[config.mk]
export PLATFORM = sky130hd
export DESIGN_NAME = pac_port
export DESIGN_NICKNAME = d
export VERILOG_FILES = /design/src/rtl/pac_pkg.sv /design/src/rtl/pac_edge_det.sv /design/src/rtl/pac_pin_cell.sv /design/src/rtl/pac_port.sv
export SDC_FILE = /design/constraint.sdc
export NUM_CORES = 1
export LEC_CHECK = 0
export BUFFER_PORTS_ARGS = -buffer_cell sky130_fd_sc_hd__buf_2
export CAP_MARGIN = 30
export CORE_MARGIN = 8
export CORE_UTILIZATION = 45
export CTS_CLUSTER_SIZE = 16
export DETAILED_ROUTE_END_ITERATION = 6
export PLACE_DENSITY = 0.86
export SYNTH_ARGS = -nofsm -noshare
export SYNTH_HDL_FRONTEND = slang
export SYNTH_SLANG_ARGS = --single-unit
[constraint.sdc]
create_clock -name sys_clk -period 4.15 [get_ports sys_clk]
set_clock_uncertainty 0.05 [all_clocks]
set_input_delay 0.83 -clock sys_clk [delete_from_list [all_inputs] [get_ports sys_clk]]
set_output_delay 0.83 -clock sys_clk [all_outputs]
set_load 0.01 [all_outputs]
[src/rtl/pac_pkg.sv]
package pac_pkg;
   // ------------------------------------------------------------
   // Register offsets (byte addresses)
   // ------------------------------------------------------------
   localparam logic [7:0] OFS_PORT_DATA   = 8'h00;
   localparam logic [7:0] OFS_DIRECTION   = 8'h04;
   localparam logic [7:0] OFS_ALT_SELECT  = 8'h08;
   localparam logic [7:0] OFS_OPEN_DRAIN  = 8'h0c;
   localparam logic [7:0] OFS_BIT_MANIP   = 8'h10;
   localparam logic [7:0] OFS_EDGE_CFG    = 8'h14;
   localparam logic [7:0] OFS_DEBUG_MODE  = 8'h18;
   localparam logic [7:0] OFS_IRQ_STATUS  = 8'h1c;
   localparam logic [7:0] OFS_IRQ_MASK    = 8'h20;
   localparam logic [7:0] OFS_RESET_CAUSE = 8'h24;
   // ------------------------------------------------------------
   // Field positions
   // ------------------------------------------------------------
   localparam int IRQ_PIN_POS    = 2;
   localparam int DEBUG_PIN_POS  = 5;
   localparam int MANIP_BIT_LSB  = 0;
   localparam int MANIP_VAL_POS  = 3;
   localparam int ST_NMI_POS     = 0;
   localparam int ST_DBG_POS     = 1;
   localparam int RC_EXT_POS     = 0;
   // ------------------------------------------------------------
   // Reset values
   // ------------------------------------------------------------
   localparam logic [7:0] RST_DIRECTION  = 8'hff;
   localparam logic [7:0] RST_ALT_SELECT = 8'h00;
   localparam logic [7:0] RST_OPEN_DRAIN = 8'h00;
   localparam logic [7:0] RST_PORT_DATA  = 8'h00;
   localparam logic [1:0] RST_EDGE_CFG   = 2'h0;
   localparam logic       RST_DEBUG_EN   = 1'b1;
   // ------------------------------------------------------------
   // Edge detection settings
   // ------------------------------------------------------------
   typedef enum logic [1:0] {
      PAC_EDGE_NONE    = 2'h0,
      PAC_EDGE_RISING  = 2'h1,
      PAC_EDGE_FALLING = 2'h2,
      PAC_EDGE_BOTH    = 2'h3
   } pac_edge_e;
endpackage : pac_pkg

[src/rtl/pac_edge_det.sv]
`timescale 1ns/10ps
module pac_edge_det
   import pac_pkg::*;
(
   input  wire logic       sys_clk,
   input  wire logic       sys_rst,
   input  wire logic       sig,
   input  wire logic [1:0] cfg,
   output logic            hit
);
   logic prev;
   always_ff @(posedge sys_clk) begin
      if (sys_rst) begin
         prev <= 1'b0;
      end else begin
         prev <= sig;
      end
   end
   always_comb begin
      // Rising, falling or both-edge detect on the gated input
      unique case (pac_edge_e'(cfg))
         PAC_EDGE_RISING:  hit = sig & ~prev;
         PAC_EDGE_FALLING: hit = ~sig & prev;
         PAC_EDGE_BOTH:    hit = sig ^ prev;
         default:          hit = 1'b0;
      endcase
   end
endmodule : pac_edge_det

[src/rtl/pac_pin_cell.sv]
`timescale 1ns/10ps
module pac_pin_cell
   import pac_pkg::*;
(
   input  wire logic alt_sel,
   input  wire logic dir_in,
   input  wire logic od_sel,
   input  wire logic latch,
   input  wire logic alt_out,
   input  wire logic alt_out_en,
   input  wire logic pin_in,
   output logic      drive_val,
   output logic      drive_en,
   output logic      periph_in,
   output logic      read_val
);
   logic val;
   always_comb begin
      // Gated peripheral input
      periph_in = alt_sel & pin_in;
      val       = alt_sel ? alt_out : latch;
      // Open drain in output
      if (alt_sel) begin
         drive_en = alt_out_en & (~od_sel | ~alt_out);
      end else if (!dir_in) begin
         drive_en = ~od_sel | ~latch;
      end else begin
         drive_en = 1'b0;
      end
      drive_val = val;
      // Input reads pin
      read_val  = dir_in ? pin_in : latch;
   end
endmodule : pac_pin_cell

[src/rtl/pac_port.sv]
// The APB slave port and the placing of the registers were chosen for this implementation.
`timescale 1ns/10ps
// Functional notes
// A peripheral input sees the AND of its select bit and the pin level.
// Software sets the select bit before enabling the peripheral.
// Software stops the peripheral before clearing the select bit.
// Selecting the irq pin with a high level and rising edge fires nmi.
// Deselecting it with a high level and falling edge fires nmi.
// Software programs the valid edge after selecting the irq function.
// Software sets no-edge before returning the irq pin to port use.
// Open-drain acts in port mode only when the direction is output.
// Data writes go to the latch; input pins read the pin level.
// A bit operation reads 8 bits, changes one, writes all 8 back.
// Software rewrites the latch when turning an input into output.
// External reset gives the debug pin its debug role; high enters debug.
// Software clears debug enable; the pin is held low until then.
// Other resets keep the debug pin role and debug mode register.
// The debug pull-down is on after external reset, off once cleared.
// Software orders open-drain, function, select, then interrupt setup.
// Select, open-drain and direction reset to port, push-pull, input.
module pac_port
   import pac_pkg::*;
(
   input  wire logic        sys_clk,
   input  wire logic        sys_rst,
   input  wire logic        ext_reset_cause,
   input  wire logic [31:0] paddr,
   input  wire logic        psel,
   input  wire logic        penable,
   input  wire logic        pwrite,
   input  wire logic [31:0] pwdata,
   output logic      [31:0] prdata,
   output logic             pready,
   output logic             pslverr,
   input  wire logic [7:0]  pin_in,
   output logic      [7:0]  pin_out,
   output logic      [7:0]  pin_oe,
   input  wire logic [7:0]  alt_out,
   input  wire logic [7:0]  alt_out_en,
   output logic      [7:0]  periph_in,
   output logic             nmi,
   output logic             debug_active,
   output logic             debug_pulldown,
   output logic             irq
);
   // ------------------------------------------------------------
   // Storage
   // ------------------------------------------------------------
   logic [7:0] port_data_reg;
   logic [7:0] port_direction_reg;
   logic [7:0] alt_function_select_reg;
   logic [7:0] open_drain_select_reg;
   logic [1:0] edge_cfg;
   logic       debug_enable_bit;
   logic       pulldown_on;
   logic [1:0] irq_status;
   logic [1:0] irq_mask;
   logic       last_ext;
   logic [7:0] drv_val;
   logic [7:0] drv_en;
   logic [7:0] per_in;
   logic [7:0] rd_val;
   logic       edge_hit;
   logic       wr;
   logic       rd;
   logic       mapped;
   logic [7:0] next_manip;
   logic [31:0] next_rdata;
   // ------------------------------------------------------------
   // Pin cells
   // ------------------------------------------------------------
   genvar g;
   generate
      for (g = 0; g < 8; g++) begin : g_pin
         pac_pin_cell u_cell (
            .alt_sel    (alt_function_select_reg[g]),
            .dir_in     (port_direction_reg[g]),
            .od_sel     (open_drain_select_reg[g]),
            .latch      (port_data_reg[g]),
            .alt_out    (alt_out[g]),
            .alt_out_en (alt_out_en[g]),
            .pin_in     (pin_in[g]),
            .drive_val  (drv_val[g]),
            .drive_en   (drv_en[g]),
            .periph_in  (per_in[g]),
            .read_val   (rd_val[g])
         );
      end
   endgenerate
   // ------------------------------------------------------------
   // Nmi edge detector on gated input
   // ------------------------------------------------------------
   // Gated edge source
   pac_edge_det u_edge (
      .sys_clk (sys_clk),
      .sys_rst (sys_rst),
      .sig     (per_in[IRQ_PIN_POS]),
      .cfg     (edge_cfg),
      .hit     (edge_hit)
   );
   // ------------------------------------------------------------
   // Bus decode
   // ------------------------------------------------------------
   assign wr = psel & penable & pwrite & pready;
   assign rd = psel & penable & ~pwrite & pready;
   always_comb begin
      mapped     = 1'b1;
      next_rdata = 32'h0000_0000;
      // Read 8, modify one bit
      next_manip = rd_val;
      next_manip[pwdata[MANIP_BIT_LSB +: 3]] = pwdata[MANIP_VAL_POS];
      unique case (paddr[7:0])
         OFS_PORT_DATA:   next_rdata[7:0] = rd_val;
         OFS_DIRECTION:   next_rdata[7:0] = port_direction_reg;
         OFS_ALT_SELECT:  next_rdata[7:0] = alt_function_select_reg;
         OFS_OPEN_DRAIN:  next_rdata[7:0] = open_drain_select_reg;
         OFS_BIT_MANIP:   next_rdata[7:0] = rd_val;
         OFS_EDGE_CFG:    next_rdata[1:0] = edge_cfg;
         OFS_DEBUG_MODE:  next_rdata[0]   = debug_enable_bit;
         OFS_IRQ_STATUS:  next_rdata[1:0] = irq_status;
         OFS_IRQ_MASK:    next_rdata[1:0] = irq_mask;
         OFS_RESET_CAUSE: next_rdata[RC_EXT_POS] = last_ext;
         default:         mapped = 1'b0;
      endcase
   end
   // Two-cycle access: one wait state then ready
   always_ff @(posedge sys_clk) begin
      if (sys_rst) begin
         pready  <= 1'b0;
         prdata  <= 32'h0000_0000;
         pslverr <= 1'b0;
      end else begin
         pready  <= psel & penable & ~pready;
         pslverr <= psel & penable & ~pready & ~mapped;
         if (psel & penable & ~pready & ~pwrite) begin
            prdata <= next_rdata;
         end
      end
   end
   // ------------------------------------------------------------
   // Port configuration registers
   // ------------------------------------------------------------
   always_ff @(posedge sys_clk) begin
      if (sys_rst) begin
         // Port mode input push-pull
         port_direction_reg      <= RST_DIRECTION;
         alt_function_select_reg <= RST_ALT_SELECT;
         open_drain_select_reg   <= RST_OPEN_DRAIN;
         edge_cfg                <= RST_EDGE_CFG;
         irq_mask                <= 2'h0;
      end else if (wr) begin
         unique case (paddr[7:0])
            OFS_DIRECTION:  port_direction_reg      <= pwdata[7:0];
            OFS_ALT_SELECT: alt_function_select_reg <= pwdata[7:0];
            OFS_OPEN_DRAIN: open_drain_select_reg   <= pwdata[7:0];
            OFS_EDGE_CFG:   edge_cfg                <= pwdata[1:0];
            OFS_IRQ_MASK:   irq_mask                <= pwdata[1:0];
            default:        ;
         endcase
      end
   end
   // ------------------------------------------------------------
   // Output latch
   // ------------------------------------------------------------
   always_ff @(posedge sys_clk) begin
      if (sys_rst) begin
         port_data_reg <= RST_PORT_DATA;
      end else if (wr && paddr[7:0] == OFS_PORT_DATA) begin
         // Write always to latch
         port_data_reg <= pwdata[7:0];
      end else if (wr && paddr[7:0] == OFS_BIT_MANIP) begin
         // Write all 8 back
         port_data_reg <= next_manip;
      end
   end
   // ------------------------------------------------------------
   // Debug pin control
   // ------------------------------------------------------------
   always_ff @(posedge sys_clk) begin
      if (sys_rst) begin
         last_ext <= ext_reset_cause;
      end else begin
         last_ext <= last_ext;
      end
   end
   always_ff @(posedge sys_clk) begin
      if (sys_rst && ext_reset_cause) begin
         // External reset gives debug role
         debug_enable_bit <= RST_DEBUG_EN;
         // Pull-down connected
         pulldown_on      <= 1'b1;
      end else if (sys_rst) begin
         // Other resets keep debug state
         debug_enable_bit <= debug_enable_bit;
         pulldown_on      <= pulldown_on;
      end else if (wr && paddr[7:0] == OFS_DEBUG_MODE) begin
         // Software clears debug enable
         debug_enable_bit <= pwdata[0];
         // Pull-down off once cleared
         if (!pwdata[0]) begin
            pulldown_on <= 1'b0;
         end
      end
   end
   // ------------------------------------------------------------
   // Interrupt status
   // ------------------------------------------------------------
   always_ff @(posedge sys_clk) begin
      if (sys_rst) begin
         irq_status <= 2'h0;
      end else begin
         if (wr && paddr[7:0] == OFS_IRQ_STATUS) begin
            irq_status <= irq_status & ~pwdata[1:0];
         end
         // Edge sets status, wins over clear
         if (edge_hit) begin
            irq_status[ST_NMI_POS] <= 1'b1;
         end
         if (debug_enable_bit && pin_in[DEBUG_PIN_POS] && !debug_active) begin
            irq_status[ST_DBG_POS] <= 1'b1;
         end
      end
   end
   // ------------------------------------------------------------
   // Registered outputs
   // ------------------------------------------------------------
   always_ff @(posedge sys_clk) begin
      if (sys_rst) begin
         pin_out        <= 8'h00;
         pin_oe         <= 8'h00;
         periph_in      <= 8'h00;
         nmi            <= 1'b0;
         debug_active   <= 1'b0;
         debug_pulldown <= 1'b0;
         irq            <= 1'b0;
      end else begin
         pin_out        <= drv_val;
         pin_oe         <= drv_en;
         periph_in      <= per_in;
         // Nmi on detected edge
         nmi            <= edge_hit;
         // High level enters debug
         debug_active   <= debug_enable_bit & pin_in[DEBUG_PIN_POS];
         debug_pulldown <= pulldown_on;
         irq            <= |(irq_status & irq_mask);
      end
   end
endmodule : pac_port

==> results of run 1 <==
## logic make-up (layout without fill, tap and decap cells)
| logic type | Yosys count | count (layout) | share of synthesized area (%) |
|---|---|---|---|
| simple gates | 155 | 155 | 22.5 |
| flops | 79 | 79 | 41.0 |
| compound gates | 66 | 66 | 11.4 |
| mux | 61 | 61 | 16.2 |
| buf+inv | 54 | 108 | 8.06 |
| fa+ha+maj | 2 | 2 | 0.645 |
| other cells | 1 | 24 | 0.0966 |
## cells in the mapped netlist (all sizes together), types with 3 or more instances
master  instances
mux2i          45
a31oi           3
a22o            4
o211ai          3
nor2           52
dfxtp          78
nand3          12
nor3b           3
buf            31
nor2b          17
clkbuf         15
mux2           16
nor3           15
nand3b          7
nand2          15
a211oi          7
nor4b           3
a21oi          19
nand4           5
o21ai          14
and3            9
inv             8
## area by class of cell
class                           count  area (um^2)
Inverter                            8         30.0
Timing Repair Buffer               85          433
Clock inverter                      2         60.1
Clock buffer                       13          180
Fill cell                         781         4060
Sequential cell                    79         1590
Tap cell                          108          135
Multi-Input combinational cell    308         2060
## layer usage
metal | up-vias | track usage (%)
met4 | 0 | 8.60
met5 | - | 0
li1 | 1589 | -
met1 | 1559 | 21.1
met2 | 168 | 27.0
met3 | 25 | 5.38
## report_power, final
| group | internal [W] | leakage, nW | switching, W |
|---|---|---|---|
| Clock | 0.000405 | 0.121 | 0.000271 |
| Sequential | 0.000764 | 0.640 | 0.00000250 |
| Combinational | 0.0000451 | 1.27 | 0.0000816 |
| Total | 0.00121 | 2.03 | 0.000355 |
## through the flow
step	util [%]	hold slack, ns	instance area (um^2)	total power, W
after global placement	49.6	0.386	4240	0.000902
after floorplan	-	0.379	3970	0.000872
after global routing	52.5	0.447	4490	0.00162
final	52.5	0.431	4490	0.00157
after detailed placement	49.7	0.391	4250	0.000907
after CTS	52.5	0.427	4490	0.00158
## worst max-delay path, cell delays in order
cell     delay [ns]
buf_2          0.29
nor4b_2        0.52
nand3_1        0.65
mux2i_1        0.33
nor2_1         0.07
## final timing paths
kind	from	to	slack [ns]	cells after the start
hold reg to reg	pulldown_on	debug_pulldown	0.43	1
setup / recovery	paddr[3]	alt_function_select_reg[2]	1.62	5
hold / removal	pulldown_on	debug_pulldown	0.43	1
setup reg to reg	pready	alt_function_select_reg[2]	2.21	4
==> results.tsv, run 1 <==
stage	metric	value	unit
sta	setup_viol	0	
synthesis	ys_warn_count	0	
cts	cts_tree	built	
synthesis	synth_top_area_share	40.2	%
sta	drv_slew	0	
worst_setup_path	crit_type	input pin to register	
grt	antenna_found_initial	0	
synthesis	synth_area_leader_cell	dfxtp_1	
routing	drc	0	
routing	vias_per_cell	5.54	
cts	clk_latency	0.36	ns
finish	final_cell_mix	83 x buf_2, 78 x dfxtp_1, 52 x nor2_1	
grt	grt-ovfl-total	0	
synthesis	syn_area	3880	um^2
routing	dr.pass1.iters	5	
sta	rsz0062_at_grt	false	
worst_setup_path	arrival	2.70	ns
sta	maxSlewHeadroom	44.3	%
worst_setup_path	end_kind	register	
cts	cts.sinks	79	
routing	top_layer_used	met4	
placement	dp_slack	1.33	ns
die	io_pins	156	
sta	finalCritPeriodShare	61.0	%
routing	drt_wl_total	10400	um
hold_path	hold_path_class	register to register	
routing	ant_nets	0	
finish	final-instance-count-excl-fill	603	
routing	wl_met2	4800	um
die	placementRows	34	
synthesis	syn_avg_cell_area	9.29	um^2
cts	cts_root_buf	clkbuf_8	
routing	met1_length	4320	um
grt	grt_pass1_vias	3315	
sta	hold_viol_final	0	
finish	drive_above_1_share	25.7	%
power_and_ir_drop	cellPowerDensity	349	nW/um^2
sta	fmax	395	MHz
routing	drt_iter0_markers	332	
grt	grt_first_pass_wirelength	16300	um
synthesis	synth_area_leaders	dfxtp_1 40%, mux2i_1 12%, nor2_1 5.0%	
placement	dp_cells	588	
routing	vias	3341	
cts	cts_resized	0	
placement	io_buffers	83	
sta	worst_slew_pin_slew	0.828	ns
synthesis	async_flop_share	0	%
sta	fin_crit	2.53	ns
cts	hold_buffers	0	
synthesis	synth_top_flop_cell	dfxtp_1	
die	core_area	8550	um^2
cts	cts_setup_buffers	0	
finish	area_growth	15.8	%
run_status	status	complete, no violations	
sta	tns	0	ns
placement	dp_hpwl	7580	um
die	chipHeight	109	um
finish	insertedDiodeCount	0	
die	dieWidth	109	um
synthesis	seq_area_frac_synth	41.0	%
cts	cts_inserted_buffers	9	
die	initial_core_util	45.4	%
power_and_ir_drop	cellLeakagePower	2.03	nW
power_and_ir_drop	vdd_drop_max	157	uV
finish	layout_commonest_cell	buf_2	
grt	grt_usage	17.3	%
synthesis	synthCells	418	
cts	clk_path_buf_depth	2	
synthesis	ys_types	55	
synthesis	synth_seq_cells	79	
synthesis	synth_enable_flop_cells	1	
placement	gp_congestion	0.880	
sta	final.setup.worst_slack	1.62	ns
worst_setup_path	critPathRequiredTime	4.31	ns
worst_setup_path	critPathMaxFanout	17	
worst_setup_path	start_kind	input pin	
die	dieArea	11900	um^2
grt	grt_max_degree	59	
cts	cts.clk_slew.worst_paths	0.07	ns
routing	wl_met3	970	um
routing	detail_route.wl_per_cell	17.3	um
flow_run	drv_cap	0	
cts	cts_max_level	3	
finish	nNetsFinal	587	
Note: power is estimated with default switching activity, not from simulation.
==> run 2, diff against run 1 <==
- clock period: 4.15 -> 2.6 ns (I/O delays scaled with it)
==> results.tsv, run 2 (synthesis gave the netlist of run 1 again) <==
stage	metric	value	unit
run_status	status	complete, no violations	
cts	cts_tree	built	
cts	cts.clk_slew.worst_paths	0.08	ns
finish	layout_commonest_cell	buf_2	
die	dieWidth	109	um
power_and_ir_drop	cellLeakagePower	2.08	nW
worst_setup_path	arrival	2.19	ns
placement	dp_slack	0.267	ns
cts	cts_resized	0	
sta	fin_crit	2.00	ns
routing	vias	3424	
placement	dp_hpwl	7950	um
finish	area_growth	17.5	%
finish	final-instance-count-excl-fill	617	
power_and_ir_drop	p_total	0.00243	W
routing	drt_wl_total	10600	um
routing	vias_per_cell	5.55	
worst_setup_path	crit_type	input pin to register	
cts	clk_path_buf_depth	2	
hold_path	hold_path_class	input pin to register	
grt	grt_pass1_vias	3449	
worst_setup_path	start_kind	input pin	
flow_run	drv_cap	0	
sta	drv_slew	0	
cts	cts_inserted_buffers	9	
cts	cts_max_level	3	
routing	ant_nets	0	
cts	cts_setup_buffers	0	
sta	setup_viol	0	
grt	grt_usage	18.1	%
worst_setup_path	critPathMaxFanout	18	
finish	final_cell_mix	83 x buf_2, 78 x dfxtp_1, 52 x nor2_1	
placement	gp_congestion	0.889	
sta	worst_slew_pin_slew	0.730	ns
power_and_ir_drop	vdd_drop_max	240	uV
routing	drt_iter0_markers	339	
sta	finalCritPeriodShare	77.0	%
power_and_ir_drop	cellPowerDensity	532	nW/um^2
die	chipHeight	109	um
die	initial_core_util	45.4	%
sta	fmax	499	MHz
sta	final.setup.worst_slack	0.598	ns
cts	clk_latency	0.35	ns
routing	drc	0	
grt	grt_max_degree	28	
cts	cts.sinks	79	
sta	tns	0	ns
worst_setup_path	critPathRequiredTime	2.79	ns
grt	grt-ovfl-total	0	
finish	final_util	53.4	%
cts	cts_root_buf	clkbuf_8	
die	core_area	8550	um^2
placement	dp_cells	601	
worst_setup_path	end_kind	register	
sta	rsz0062_at_grt	false	
die	io_pins	156	
placement	io_buffers	83	
die	dieArea	11900	um^2
cts	hold_buffers	0	
finish	drive_above_1_share	27.4	%
routing	detail_route.wl_per_cell	17.2	um
die	placementRows	34	
sta	maxSlewHeadroom	51.3	%
routing	dr.pass1.iters	6	
sta	hold_viol_final	0	
grt	antenna_found_initial	1	
grt	grt_first_pass_wirelength	17000	um
finish	nNetsFinal	600	
==> run 2: changes by cell type in the layout (fill, tap and decap cells not counted), sizes merged <==
cell | before | now
clkbuf | 13 | 12
buf | 84 | 98
inv | 8 | 9
diode | 0 | 1
clkdlybuf4s18 | 1 | 0
==> run 2: final cells by class <==
cell class              instances  area (um^2)
diodes                          1         2.50
clock buffers                  12          145
clock inverters                 3         66.3
fillers                       754         3990
inverters                       8         30.0
multi-input cells             308         2060
flip-flops and latches         79         1590
well taps                     108          135
repair buffers                 98          528
==> run 2: power breakdown <==
group | leakage, nW | internal [W] | total, W | switching (W)
logic | 1.33 | 0.0000763 | 0.000207 | 0.000131
clock network | 0.107 | 0.000564 | 0.000997 | 0.000434
registers | 0.640 | 0.00122 | 0.00122 | 0.00000416
total | 2.08 | 0.00186 | 0.00243 | 0.000569
==> run 2: final timing paths <==
check	slack (ns)	to	cells after the start	start
worst max-delay path	0.60	edge_cfg[1]	5	paddr[2]
worst min-delay path	0.33	last_ext	1	ext_reset_cause
worst max register to register	0.80	port_data_reg[0]	4	pready
worst min register to register	0.43	prdata[6]	2	prdata[6]
==> run 2: layer usage <==
layer	GRT usage (%)	vias up	wire length, um
met3	5.44	32	864
met5	0	-	0
met4	9.78	0	359
met1	22.4	1592	4470
met2	27.6	178	4930
li1	-	1622	-
==> run 2: worst max-delay path, cell delays in order <==
cell     delay [ns]
buf_2          0.32
or4b_1         0.55
or4_1          0.51
mux2i_1        0.21
nor2_1         0.06
==> run 2: through the flow <==
stage          cell area (um^2)  hold WS, ns
2_1_floorplan              3970        0.379
3_3_place_gp               4350        0.386
3_5_place_dp               4350        0.393
4_1_cts                    4560        0.329
5_1_grt                    4560        0.324
6_report                   4560        0.333
==> run 3, diff against run 2 <==
- ABC_AREA: default -> 1
- CORE_UTILIZATION: 45 -> 44
- PLACE_DENSITY: 0.86 -> 0.87
- clock period: 2.6 -> 1.62 ns (I/O delays scaled with it)
==> results.tsv, run 3 <==
stage	metric	value	unit
run_status	status	complete, no violations	
cts	cts_setup_buffers	0	
power_and_ir_drop	vdd_drop_max	302	uV
synthesis	ys_types	37	
power_and_ir_drop	seqPwrFrac	50.6	%
worst_setup_path	critPathRequiredTime	1.82	ns
power_and_ir_drop	sw_frac_of_total	23.7	%
power_and_ir_drop	clockPowerShare	40.7	%
power_and_ir_drop	cellPowerDensity	805	nW/um^2
placement	io_buffers	83	
cts	cts.sinks	79	
routing	vias	3926	
synthesis	seq_area_frac_synth	39.5	%
grt	grt-ovfl-total	0	
synthesis	syn_area	4030	um^2
synthesis	synth_top_flop_cell	dfxtp_1	
grt	grt_pass1_vias	3683	
power_and_ir_drop	p_comb_share	8.7	%
sta	hold_viol_final	0	
synthesis	synthTopCellsByCount	120 x nand2_1, 78 x dfxtp_1, 67 x nand3_1, 48 x inv_1, 43 x nor2_1	
cts	cts_resized	0	
routing	detail_route.wl_per_cell	14.4	um
finish	layout_commonest_cell	nand2_1	
worst_setup_path	arrival	1.71	ns
synthesis	synth_area_leader_cell	dfxtp_1	
finish	final-instance-count-excl-fill	771	
synthesis	synth_top_area_share	38.8	%
cts	cts_tree	built	
cts	cts_max_level	3	
power_and_ir_drop	cellLeakagePower	2.31	nW
die	chipHeight	112	um
die	core_area	9060	um^2
placement	dp_cells	755	
sta	hold_slack	0.108	ns
synthesis	syn_avg_cell_area	7.27	um^2
routing	drt_iter0_markers	296	
cts	clk_latency	0.36	ns
sta	drv_slew	0	
cts	cts_inserted_buffers	9	
power_and_ir_drop	internal-power	0.00296	W
hold_path	hold_path_class	input pin to register	
grt	antenna_found_initial	0	
sta	rsz0062_at_grt	false	
synthesis	yosysMostFrequentCell	nand2_1	
worst_setup_path	crit_type	register to register	
synthesis	synth_enable_flop_cells	1	
finish	drive_above_1_share	24.4	%
grt	grt_usage	17.5	%
grt	grt_first_pass_wirelength	17700	um
die	dieWidth	112	um
routing	drt_wl_total	11100	um
worst_setup_path	start_kind	register	
finish	area_growth	19.6	%
die	dieArea	12500	um^2
sta	setup_viol	0	
die	io_pins	156	
sta	maxSlewHeadroom	55.9	%
sta	finalCritPeriodShare	93.1	%
placement	gp_congestion	0.928	
sta	worst_slew_pin_slew	0.659	ns
routing	vias_per_cell	5.09	
cts	cts.clk_slew.worst_paths	0.07	ns
synthesis	async_flop_share	0	%
synthesis	synth_seq_cells	79	
flow_run	drv_cap	0	
worst_setup_path	critPathMaxFanout	2	
placement	dp_hpwl	8330	um
finish	insertedDiodeCount	0	
placement	dp_slack	-0.123	ns
worst_setup_path	path_cells	nand2_1 -> ha_1 -> or2_2 -> a32oi_1 -> nor2_1 -> or2_1	
worst_setup_path	end_kind	register	
synthesis	ys_warn_count	0	
cts	hold_buffers	0	
synthesis	synthCells	554	
routing	dr.pass1.iters	5	
cts	cts_root_buf	clkbuf_8	
synthesis	synth_area_leaders	dfxtp_1 39%, nand2_1 11%, nand3_1 8.3%	
routing	drc	0	
die	initial_core_util	44.4	%
cts	clk_path_buf_depth	2	
sta	fin_crit	1.51	ns
finish	nNetsFinal	751	
die	placementRows	35	
power_and_ir_drop	switchingPower	0.000920	W
sta	fmax	663	MHz
routing	ant_nets	0	
finish	final_cell_mix	120 x nand2_1, 83 x buf_2, 78 x dfxtp_1	
sta	final.setup.worst_slack	0.111	ns
worst_setup_path	slowest_stage	dfxtp_1	
grt	grt_max_degree	22	
worst_setup_path	critical-path-max-stage-delay	0.34	ns
[run 3: changes by cell type in the layout (fill, tap and decap cells not counted), moves of 20 or more]
cell / delta
nand2_1: +105
nand3_1: +56
mux2i_1: -45
inv_1: +40
a21oi_1: +21
o21ai_0: +20
[run 3: path summary, 6_finish.rpt]
kind	from	end	slack, ns	depth (start not counted)
worst min register to register	pulldown_on	debug_pulldown	0.38	2
worst min-delay path	ext_reset_cause	last_ext	0.11	1
worst max register to register	alt_function_select_reg[2]	irq_status[0]	0.11	6
worst max-delay path	alt_function_select_reg[2]	irq_status[0]	0.11	6
[run 3: logic make-up after synthesis]
kind of cell,share of synthesized area (%)
buffers and inverters,12.6
and+or+nand+nor,32.7
other,0.0931
DFF,39.5
AOI/OAI and AO/OA,14.4
adders and majority gates,0.621
[run 3: per-stage QoR]
step / util (%) / TNS [ns] / power (W) / cell area [um^2]
final: 53.1 / 0 / 0.00388 / 4820
after floorplan: - / 0 / 0.00224 / 4110
after CTS: 53.1 / 0 / 0.00389 / 4820
after detailed placement: 50.7 / -0.619 / 0.00234 / 4600
after global routing: 53.1 / 0 / 0.00402 / 4820
after global placement: 50.7 / -0.499 / 0.00233 / 4600
[run 3: power by group through the flow]
stage / Sequential (W) / Combinational, W / Clock (W)
finish: 0.00196 / 0.000336 / 0.00158
global route: 0.00196 / 0.000368 / 0.00169
CTS: 0.00196 / 0.000332 / 0.00159
detailed placement: 0.00201 / 0.000330 / 0
global placement: 0.00201 / 0.000326 / 0
floorplan: 0.00201 / 0.000225 / 0
[run 3: per-layer routing]
layer	global-route usage, %	wire length [um]
met3	5.57	1010
met4	7.29	231
met1	21.5	4810
met5	0	0
met2	27.8	5040
[run 3: critical path: cells and delay by family, from the launching register on]
family	cells	cell delay (ns)
simple gates	4	0.66
fa+ha+maj	1	0.21
compound gates	1	0.16
flops	1	0.34
[run 3: final cells by class]
cell class / count / area (um^2)
clock buffers: 14 / 184
clock inverters: 2 / 35.0
fillers: 894 / 4250
inverters: 56 / 211
multi-input cells: 399 / 2010
flip-flops and latches: 79 / 1590
well taps: 111 / 139
repair buffers: 110 / 643
